===== config.mk =====
export PLATFORM = sky130hd
export DESIGN_NAME = dtc_top
export DESIGN_NICKNAME = d
export VERILOG_FILES = /design/src/dtc_pkg.sv /design/src/dtc_cmp_if.sv /design/src/dtc_cmp.sv /design/src/dtc_sync.sv /design/src/dtc_top.sv
export SDC_FILE = /design/constraint.sdc
export NUM_CORES = 1
export LEC_CHECK = 0
export BUFFER_PORTS_ARGS = -buffer_cell sky130_fd_sc_hd__buf_2
export CORE_ASPECT_RATIO = 0.9
export CORE_MARGIN = 5
export CORE_UTILIZATION = 45
export CTS_BUF_LIST = sky130_fd_sc_hd__clkbuf_4 sky130_fd_sc_hd__clkbuf_8
export CTS_CLUSTER_DIAMETER = 30
export DETAILED_ROUTE_END_ITERATION = 10
export HOLD_SLACK_MARGIN = 0.15
export SLEW_MARGIN = 25
export SYNTH_ARGS = -nofsm -noshare
export SYNTH_HDL_FRONTEND = slang
export SYNTH_SLANG_ARGS = --single-unit

===== constraint.sdc =====
create_clock -name mclk -period 5 [get_ports mclk]
set_input_delay 1 -clock mclk [delete_from_list [all_inputs] [get_ports mclk]]
set_output_delay 1 -clock mclk [all_outputs]
set_load 0.05 [all_outputs]

===== src/dtc_pkg.sv =====
package dtc_pkg;
    // --------------------------------------------------------------
    // clock and timing
    // --------------------------------------------------------------
    localparam int CLK_HZ = 20_000_000;
    localparam int CYC_PER_US = CLK_HZ / 1_000_000;
    localparam int INTEG_US = 60_000;
    localparam int CONV_US = 125_000;
    localparam int SETTLE_US = (CONV_US - 2 * INTEG_US) / 2;
    localparam int AUTO_BASE_US = 16_000_000;
    localparam int INTEG_CYC = INTEG_US * CYC_PER_US;
    localparam int SETTLE_CYC = SETTLE_US * CYC_PER_US;
    localparam int AUTO_BASE_CYC = AUTO_BASE_US * CYC_PER_US;
    localparam int TMR_W = 32;
    localparam int SYNC_STAGES = 2;

    // --------------------------------------------------------------
    // data formats
    // --------------------------------------------------------------
    localparam int TEMP_W = 8;
    localparam int RAW_W = TEMP_W + 1;
    localparam int RATE_W = 3;
    localparam int ADDR_W = 2;
    localparam int ALM_W = 4;
    localparam int ALM_RHI = 0;
    localparam int ALM_RLO = 1;
    localparam int ALM_LHI = 2;
    localparam int ALM_LLO = 3;
    localparam logic [RAW_W:0] HALF_LSB = 10'h001;
    localparam logic [TEMP_W-1:0] TEMP_MAX = 8'h7f;
    localparam logic [TEMP_W-1:0] TEMP_RST = 8'h00;
    localparam logic [TMR_W-1:0] TMR_ONE = 32'h0000_0001;
    localparam logic [TMR_W-1:0] TMR_ZERO = 32'h0000_0000;
    localparam logic [1:0] CAP_DONE = 2'h2;

    // --------------------------------------------------------------
    // sequencer states
    // --------------------------------------------------------------
    typedef enum logic [2:0] {
        DTC_IDLE = 3'h0,
        DTC_SET_R = 3'h1,
        DTC_INT_R = 3'h2,
        DTC_SET_L = 3'h3,
        DTC_INT_L = 3'h4,
        DTC_LATCH = 3'h5,
        DTC_CMP = 3'h6
    } dtc_state_e;
endpackage


===== src/dtc_cmp_if.sv =====
`timescale 1ns/1ps
interface dtc_cmp_if;
    import dtc_pkg::*;
    logic update;
    logic signed [TEMP_W-1:0] temp;
    logic signed [TEMP_W-1:0] thr_hi;
    logic signed [TEMP_W-1:0] thr_lo;
    logic over;
    logic under;
    modport ctl (output update, output temp, output thr_hi, output thr_lo, input over, input under);
    modport cmp (input update, input temp, input thr_hi, input thr_lo, output over, output under);
endinterface


===== src/dtc_cmp.sv =====
`timescale 1ns/1ps
module dtc_cmp
    import dtc_pkg::*;
(
    dtc_cmp_if.cmp c
);
    // --------------------------------------------------------------
    // signed window compare, valid only on the update pulse
    // --------------------------------------------------------------
    always_comb begin
        c.over = c.update && (c.temp > c.thr_hi);
        c.under = c.update && (c.temp < c.thr_lo);
    end
endmodule


===== src/dtc_sync.sv =====
`timescale 1ns/1ps
module dtc_sync
    import dtc_pkg::*;
#(
    parameter int W = 1
) (
    // clock
    input wire logic mclk,
    input wire logic rst_n,
    input wire logic ce,
    // data
    input wire logic [W-1:0] d,
    output logic [W-1:0] q
);
    logic [W-1:0] meta;

    // --------------------------------------------------------------
    // two-stage synchroniser; first stage feeds only the second
    // --------------------------------------------------------------
    always_ff @(posedge mclk or negedge rst_n) begin
        if (!rst_n) begin
            meta <= '0;
            q <= '0;
        end else if (ce) begin
            meta <= d;
            q <= meta;
        end
    end
endmodule


===== src/dtc_top.sv =====
`timescale 1ns/1ps
module dtc_top
    import dtc_pkg::*;
#(
    parameter int INTEG_CYCLES = INTEG_CYC,
    parameter int SETTLE_CYCLES = SETTLE_CYC,
    parameter int AUTO_CYCLES = AUTO_BASE_CYC
) (
    // clock and reset
    input wire logic mclk,
    input wire logic rst_n,
    input wire logic ce,
    // pins
    input wire logic addr_select_low_pin,
    input wire logic addr_select_high_pin,
    input wire logic hw_sleep_n,
    input wire logic sda_in,
    output logic sda_out,
    output logic sda_oe_n,
    output logic alert_out,
    output logic alert_oe_n,
    // serial target logic side
    input wire logic sda_pull,
    output logic sda_sampled,
    output logic [ADDR_W-1:0] bus_addr,
    output logic addr_valid,
    // control from configuration
    input wire logic sw_stop,
    input wire logic [RATE_W-1:0] rate_sel,
    input wire logic oneshot_req,
    input wire logic alarm_clr,
    input wire logic signed [TEMP_W-1:0] thr_remote_hi,
    input wire logic signed [TEMP_W-1:0] thr_remote_lo,
    input wire logic signed [TEMP_W-1:0] thr_local_hi,
    input wire logic signed [TEMP_W-1:0] thr_local_lo,
    // analog front end
    output logic fe_local,
    output logic fe_integrate,
    input wire logic signed [RAW_W-1:0] fe_code,
    // status
    output logic busy,
    output logic [ALM_W-1:0] alarm,
    output logic signed [TEMP_W-1:0] temp_remote,
    output logic signed [TEMP_W-1:0] temp_local
);
    // --------------------------------------------------------------
    // pin synchronisers
    // --------------------------------------------------------------
    logic [ADDR_W-1:0] addr_s;
    logic sleep_n_s;
    logic sda_s;

    dtc_sync #(.W(ADDR_W)) u_sync_addr (
        .mclk(mclk),
        .rst_n(rst_n),
        .ce(ce),
        .d({addr_select_high_pin, addr_select_low_pin}),
        .q(addr_s)
    );
    dtc_sync #(.W(2)) u_sync_pins (
        .mclk(mclk),
        .rst_n(rst_n),
        .ce(ce),
        .d({hw_sleep_n, sda_in}),
        .q({sleep_n_s, sda_s})
    );

    // --------------------------------------------------------------
    // address capture
    // --------------------------------------------------------------
    // sync chain needs two enabled edges before addr_s is meaningful
    logic [1:0] cap_cnt;
    logic [1:0] next_cap_cnt;
    logic [ADDR_W-1:0] next_bus_addr;
    logic next_addr_valid;

    always_comb begin
        next_cap_cnt = cap_cnt;
        next_bus_addr = bus_addr;
        next_addr_valid = addr_valid;
        if (!addr_valid) begin
            if (cap_cnt == CAP_DONE) begin
                next_bus_addr = addr_s;
                next_addr_valid = 1'b1;
            end else begin
                next_cap_cnt = cap_cnt + 2'h1;
            end
        end
    end

    always_ff @(posedge mclk or negedge rst_n) begin
        if (!rst_n) begin
            cap_cnt <= 2'h0;
            bus_addr <= '0;
            addr_valid <= 1'b0;
        end else if (ce) begin
            cap_cnt <= next_cap_cnt;
            bus_addr <= next_bus_addr;
            addr_valid <= next_addr_valid;
        end
    end

    // --------------------------------------------------------------
    // conversion sequencer
    // --------------------------------------------------------------
    dtc_state_e state;
    dtc_state_e next_state;
    logic [TMR_W-1:0] tmr;
    logic [TMR_W-1:0] next_tmr;
    logic [TMR_W-1:0] auto_tmr;
    logic [TMR_W-1:0] next_auto_tmr;
    logic signed [RAW_W-1:0] raw_r;
    logic signed [RAW_W-1:0] raw_l;
    logic signed [RAW_W-1:0] next_raw_r;
    logic signed [RAW_W-1:0] next_raw_l;
    logic signed [TEMP_W-1:0] next_temp_remote;
    logic signed [TEMP_W-1:0] next_temp_local;
    logic sw_stop_q;
    logic start;
    logic abort;
    logic [TMR_W-1:0] auto_reload;

    // round to nearest degree, saturating at the top of the range
    function automatic logic [TEMP_W-1:0] dtc_round(input logic [RAW_W-1:0] raw);
        logic [RAW_W:0] sum;
        sum = {raw[RAW_W-1], raw} + HALF_LSB;
        if (sum[RAW_W] != sum[RAW_W-1]) begin
            dtc_round = TEMP_MAX;
        end else begin
            dtc_round = sum[TEMP_W:1];
        end
    endfunction

    assign auto_reload = TMR_W'(AUTO_CYCLES) >> rate_sel;

    always_comb begin
        // sleep pin blocks every start; one-shot still runs under software stop
        start = (state == DTC_IDLE) && sleep_n_s
                && (oneshot_req || (!sw_stop && auto_tmr == TMR_ZERO));
        abort = (state != DTC_IDLE) && (!sleep_n_s || (sw_stop && !sw_stop_q));
        next_state = state;
        next_tmr = tmr;
        next_raw_r = raw_r;
        next_raw_l = raw_l;
        next_temp_remote = temp_remote;
        next_temp_local = temp_local;
        next_auto_tmr = auto_tmr;
        if (sw_stop || !sleep_n_s) begin
            next_auto_tmr = auto_reload;
        end else if (start) begin
            next_auto_tmr = auto_reload - TMR_ONE;
        end else if (auto_tmr != TMR_ZERO) begin
            next_auto_tmr = auto_tmr - TMR_ONE;
        end
        if (abort) begin
            next_state = DTC_IDLE;
            next_tmr = TMR_ZERO;
        end else begin
            unique case (state)
                DTC_IDLE: begin
                    if (start) begin
                        next_state = DTC_SET_R;
                        next_tmr = TMR_W'(SETTLE_CYCLES) - TMR_ONE;
                    end
                end
                DTC_SET_R: begin
                    if (tmr == TMR_ZERO) begin
                        next_state = DTC_INT_R;
                        next_tmr = TMR_W'(INTEG_CYCLES) - TMR_ONE;
                    end else begin
                        next_tmr = tmr - TMR_ONE;
                    end
                end
                DTC_INT_R: begin
                    if (tmr == TMR_ZERO) begin
                        next_raw_r = fe_code;
                        next_state = DTC_SET_L;
                        next_tmr = TMR_W'(SETTLE_CYCLES) - TMR_ONE;
                    end else begin
                        next_tmr = tmr - TMR_ONE;
                    end
                end
                DTC_SET_L: begin
                    if (tmr == TMR_ZERO) begin
                        next_state = DTC_INT_L;
                        next_tmr = TMR_W'(INTEG_CYCLES) - TMR_ONE;
                    end else begin
                        next_tmr = tmr - TMR_ONE;
                    end
                end
                DTC_INT_L: begin
                    if (tmr == TMR_ZERO) begin
                        next_raw_l = fe_code;
                        next_state = DTC_LATCH;
                    end else begin
                        next_tmr = tmr - TMR_ONE;
                    end
                end
                DTC_LATCH: begin
                    // results change only here, so readers never see a half update
                    next_temp_remote = dtc_round(raw_r);
                    next_temp_local = dtc_round(raw_l);
                    next_state = DTC_CMP;
                end
                DTC_CMP: begin
                    next_state = DTC_IDLE;
                end
                default: begin
                    next_state = DTC_IDLE;
                end
            endcase
        end
    end

    always_ff @(posedge mclk or negedge rst_n) begin
        if (!rst_n) begin
            state <= DTC_IDLE;
            tmr <= TMR_ZERO;
            auto_tmr <= TMR_ZERO;
            raw_r <= '0;
            raw_l <= '0;
            temp_remote <= TEMP_RST;
            temp_local <= TEMP_RST;
            sw_stop_q <= 1'b0;
        end else if (ce) begin
            state <= next_state;
            tmr <= next_tmr;
            auto_tmr <= next_auto_tmr;
            raw_r <= next_raw_r;
            raw_l <= next_raw_l;
            temp_remote <= next_temp_remote;
            temp_local <= next_temp_local;
            sw_stop_q <= sw_stop;
        end
    end

    assign busy = (state != DTC_IDLE);
    assign fe_local = (state == DTC_SET_L) || (state == DTC_INT_L);
    assign fe_integrate = (state == DTC_INT_R) || (state == DTC_INT_L);

    // --------------------------------------------------------------
    // threshold compare and alarm flags
    // --------------------------------------------------------------
    dtc_cmp_if cif_r ();
    dtc_cmp_if cif_l ();
    logic [ALM_W-1:0] next_alarm;
    logic [ALM_W-1:0] alm_set;
    logic next_alert_oe_n;
    logic next_sda_oe_n;

    assign cif_r.update = (state == DTC_CMP);
    assign cif_r.temp = temp_remote;
    assign cif_r.thr_hi = thr_remote_hi;
    assign cif_r.thr_lo = thr_remote_lo;
    assign cif_l.update = (state == DTC_CMP);
    assign cif_l.temp = temp_local;
    assign cif_l.thr_hi = thr_local_hi;
    assign cif_l.thr_lo = thr_local_lo;

    dtc_cmp u_cmp_r (.c(cif_r.cmp));
    dtc_cmp u_cmp_l (.c(cif_l.cmp));

    always_comb begin
        alm_set = '0;
        alm_set[ALM_RHI] = cif_r.over;
        alm_set[ALM_RLO] = cif_r.under;
        alm_set[ALM_LHI] = cif_l.over;
        alm_set[ALM_LLO] = cif_l.under;
        // a new event wins over a clear in the same cycle
        next_alarm = (alarm & ~{ALM_W{alarm_clr}}) | alm_set;
        next_alert_oe_n = ~(|next_alarm);
        next_sda_oe_n = ~sda_pull;
    end

    always_ff @(posedge mclk or negedge rst_n) begin
        if (!rst_n) begin
            alarm <= '0;
            alert_oe_n <= 1'b1;
            sda_oe_n <= 1'b1;
        end else if (ce) begin
            alarm <= next_alarm;
            alert_oe_n <= next_alert_oe_n;
            sda_oe_n <= next_sda_oe_n;
        end
    end

    // open-drain pins only ever drive low
    assign alert_out = 1'b0;
    assign sda_out = 1'b0;
    // pure level path, no bus-clock timeouts: stays valid at any slow rate
    assign sda_sampled = sda_s;
endmodule


==> summary.txt <==
Run status
  • Status: finished, final reports clean

Synth
  • Number of synthesized flops with an enable pin: 0
  • Area contributors post-synth: dfrtp_1, ha_1, nor2_1
  • Sequential area share after synthesis: 0.368
  • Adder-cell share of the synthesized area: 0.0638
  • Async SR Flop Fraction: 1.00
  • #FFs+latches synth: 121
  • Compound-Gate Fraction of Synth Area: 0.238
  • Post-Synth Simple-Gate Area: 0.201
  • Synth top cells by count: dfrtp_1, nor2_1, nand2_1
  • Synth warn: 0
  • Share of the synthesized area in the top cell type: 0.362
  • Yosys top cell by area: dfrtp_1
  • Cell with the most instances after synthesis: dfrtp_1
  • Mux cell area share after synthesis: 0.0459
  • Largest family of logic cells by synthesized area: compound AO/OA/AOI/OAI gates
  • Top FF cell, synth: dfrtp_1
  • Library cells used by synthesis: 91
  • Post-Synth XOR/XNOR Area: 0.0298
  • Cell count after synthesis: 952
  • Syn_area_per_cell: a little under 9 um2
  • Mapped Area: 0.00823 mm2

Worst setup path
  • Crit-path cells: nor4_2 -> and4b_1 -> a31o_2 -> nand2_1 -> nand2_1 -> ha_1 -> nand4_1 -> or2_2 -> or4_1 -> o31a_1 -> o311ai_1
  • Max incr delay on CP: about 0.54 ns
  • Crit-path most repeated cell: nand2_1
  • Crit path kind: reg2reg
  • Dominant delay contributor by cell family on the critical path: simple AND/OR/NAND/NOR gates
  • Worst Setup End Kind: flip-flop
  • Worst EP arrival: 4.29 ns
  • Crit path required time: 5.35 ns
  • Crit Path Max Fanout: 11
  • Slowest stage cell, crit path: nor4_2
  • Worst flop-to-flop path startpoint: auto_tmr[2]
  • Crit path buffers/inverters: 0
  • Startpoint types: flip-flop
  • Critical Path Start: auto_tmr[2]

Clock tree
  • Clk buf depth: 2
  • Hold Buf Count CTS: 0
  • Clk slew on worst S/H paths: 0.08 ns
  • Num CTS Buffers: 17
  • Clock root buffer: clkbuf_8
  • PostCTS Resize Cnt: 0
  • Htree depth: 4
  • CTS tree: done
  • # Post-CTS Setup Buffers: 0
  • TritonCTS Sinks: 121
  • Latest clock arrival within the worst-skew pair: 0.45 ns

Placed design
  • Port Buffers: 83
  • Dpl cell area: approximately 0.0089 mm2
  • Final HPWL DP: 15600 um
  • Gpl congestion: 0.863

Die
  • Initial core utilization: 0.453
  • Core Area: around 0.018 mm2
  • Die Ht: about 140 um
  • DIE WIDTH: ~150 um
  • Top-Level Pins: 86
  • Die footprint: 0.0211 mm2
  • Cell Rows: 47

Timing
  • Setup_tns: 0 ns
  • Setup Viol. Count Final: 0
  • Final Hold Vio Count: 0
  • Rel. slew slack: 0.408
  • Worst hold slack: around 0.47 ns
  • Fmax: about 0.25 GHz
  • Post-route clock period utilization: 0.789
  • Max-slew violation count: 0
  • Clock Skew: 0.0201 ns
  • Worst-Margin Slew: 0.880 ns
  • Tmin final: approximately 4 ns
  • RSZ-0062 raised after global routing: no

Pwr
  • IR drop worst, VDD: between 0.00015 and 0.0002 V
  • Pwr/cell area: roughly 390 mW/mm2
  • Pleak: 4.19 nW

GRT
  • Overflow after GRT: 0
  • Number of global-route vias before repair: 6998
  • First-pass GRT wire length: 36600 um
  • Largest net degree at the start of global routing: 53
  • Total global-route track usage: 0.207
  • Initial antenna violation count: 0

Route
  • Number of remaining DRC errors: 0
  • Remaining antenna violation count: 0
  • DRT iter0 DRCs: 550
  • Wire length per cell: 17.2 um
  • Drt pass-1 iters: 7
  • Vias: between 7000 and 8000
  • Post-Route WL: ~22000 um
  • Vias/cell: 5.77

Finish
  • # diodes: 0
  • Design area: 0.00928 mm2
  • Nets: 1122
  • Layout cells sized above 1: 0.193
  • P&R area growth vs syn: 12.7%

Worst hold path
  • Min-Delay Path Class: reg2reg
  • Hold_sp: cap_cnt[0]

Flow run
  • Max_cap viols: 0
## worst register-to-register path: cells and delay by family, from the launching register on
family                   cells  cell delay, ns
flip-flops                   1            0.46
AO/OA/AOI/OAI                3            0.64
adder cells (fa/ha/maj)      1            0.38
AND/OR/NAND/NOR              7            2.37
## layout by cell type, fill, tap and decap left out, drive strengths merged, types with 6 or more instances in the layout
cell	n
o31ai	7
buf	98
clkbuf	18
a31oi	35
ha	42
nand2b	11
nor2	94
o21a	9
nor2b	6
a21o	7
a21oi	69
mux2	30
o22a	9
a22o	7
or3	12
nor4	21
o21ai	71
or4	7
xnor2	17
clkinv	6
dfrtp	119
o22ai	7
nand3	18
nor3	38
nand2	82
o211ai	10
inv	66
xor2	11
o311ai	6
nand4	9
## worst paths after layout
check                      slack [ns]            to  depth (start not counted)
max                              1.06  auto_tmr[12]                         11
min                              0.47    cap_cnt[0]                          1
max reg2reg                      1.06  auto_tmr[12]                         11
min reg2reg                      0.47    cap_cnt[0]                          1
max in group asynchronous        3.40      sda_oe_n                          2
min in group asynchronous        0.61  auto_tmr[27]                          1
## cells by family (layout without fill, tap and decap cells)
| family | count (synthesis) | in the layout |
|---|---|---|
| compound gates | 292 | 292 |
| xor+xnor | 28 | 28 |
| fa+ha+maj | 42 | 42 |
| buf+inv | 109 | 194 |
| flops | 121 | 121 |
| mux | 34 | 34 |
| other cells | 1 | 2 |
| simple gates | 325 | 325 |
## report_power, final
| part | internal [mW] | leakage (nW) | switching (mW) |
|---|---|---|---|
| clock | 0.399 | 0.175 | 0.431 |
| combinational | 0.482 | 2.46 | 0.941 |
| sequential | 1.14 | 1.56 | 0.212 |
| total | 2.02 | 4.19 | 1.58 |
## flip-flops by register name (all words and copies together), names as in the netlist, 2 cells and up
signal,count
cap_cnt,2
u_sync_addr.meta,2
u_sync_pins.q,2
u_sync_pins.meta,2
bus_addr,2
raw_r,9
state,3
raw_l,9
temp_local,8
temp_remote,8
tmr,32
auto_tmr,32
u_sync_addr.q,2
alarm,4
## layer usage
| layer | vias up | GRT usage | share of wire |
|---|---|---|---|
| li1 | 3660 | - | - |
| met3 | 21 | 0.0516 | 0.060 |
| met5 | - | 0 | 0 |
| met1 | 3489 | 0.300 | 0.49 |
| met4 | 0 | 0.0459 | 0.011 |
| met2 | 233 | 0.317 | 0.44 |
## final cells by class
| cell class | instances | area, um2 |
|---|---|---|
| fill | 1733 | 8900 |
| clock inverter | 14 | 126 |
| clock buffer | 18 | 241 |
| tap | 245 | 307 |
| timing repair buffer | 98 | 531 |
| multi-input combinational | 723 | 4800 |
| sequential | 121 | 3030 |
| inverter | 64 | 240 |
## per-stage QoR
stage / power, mW / setup slack (ns) / instances / util
3_3_place_gp: 2.76 / 0.898 / 1251 / 0.489
6_report: 3.60 / 1.06 / 1283 / 0.510
2_1_floorplan: 2.39 / 1.16 / 953 / -
4_1_cts: 3.62 / 1.08 / 1283 / 0.510
5_1_grt: 3.86 / 0.679 / 1283 / 0.510
3_5_place_dp: 2.78 / 0.761 / 1251 / 0.490
(Power assumes the default switching activity.)
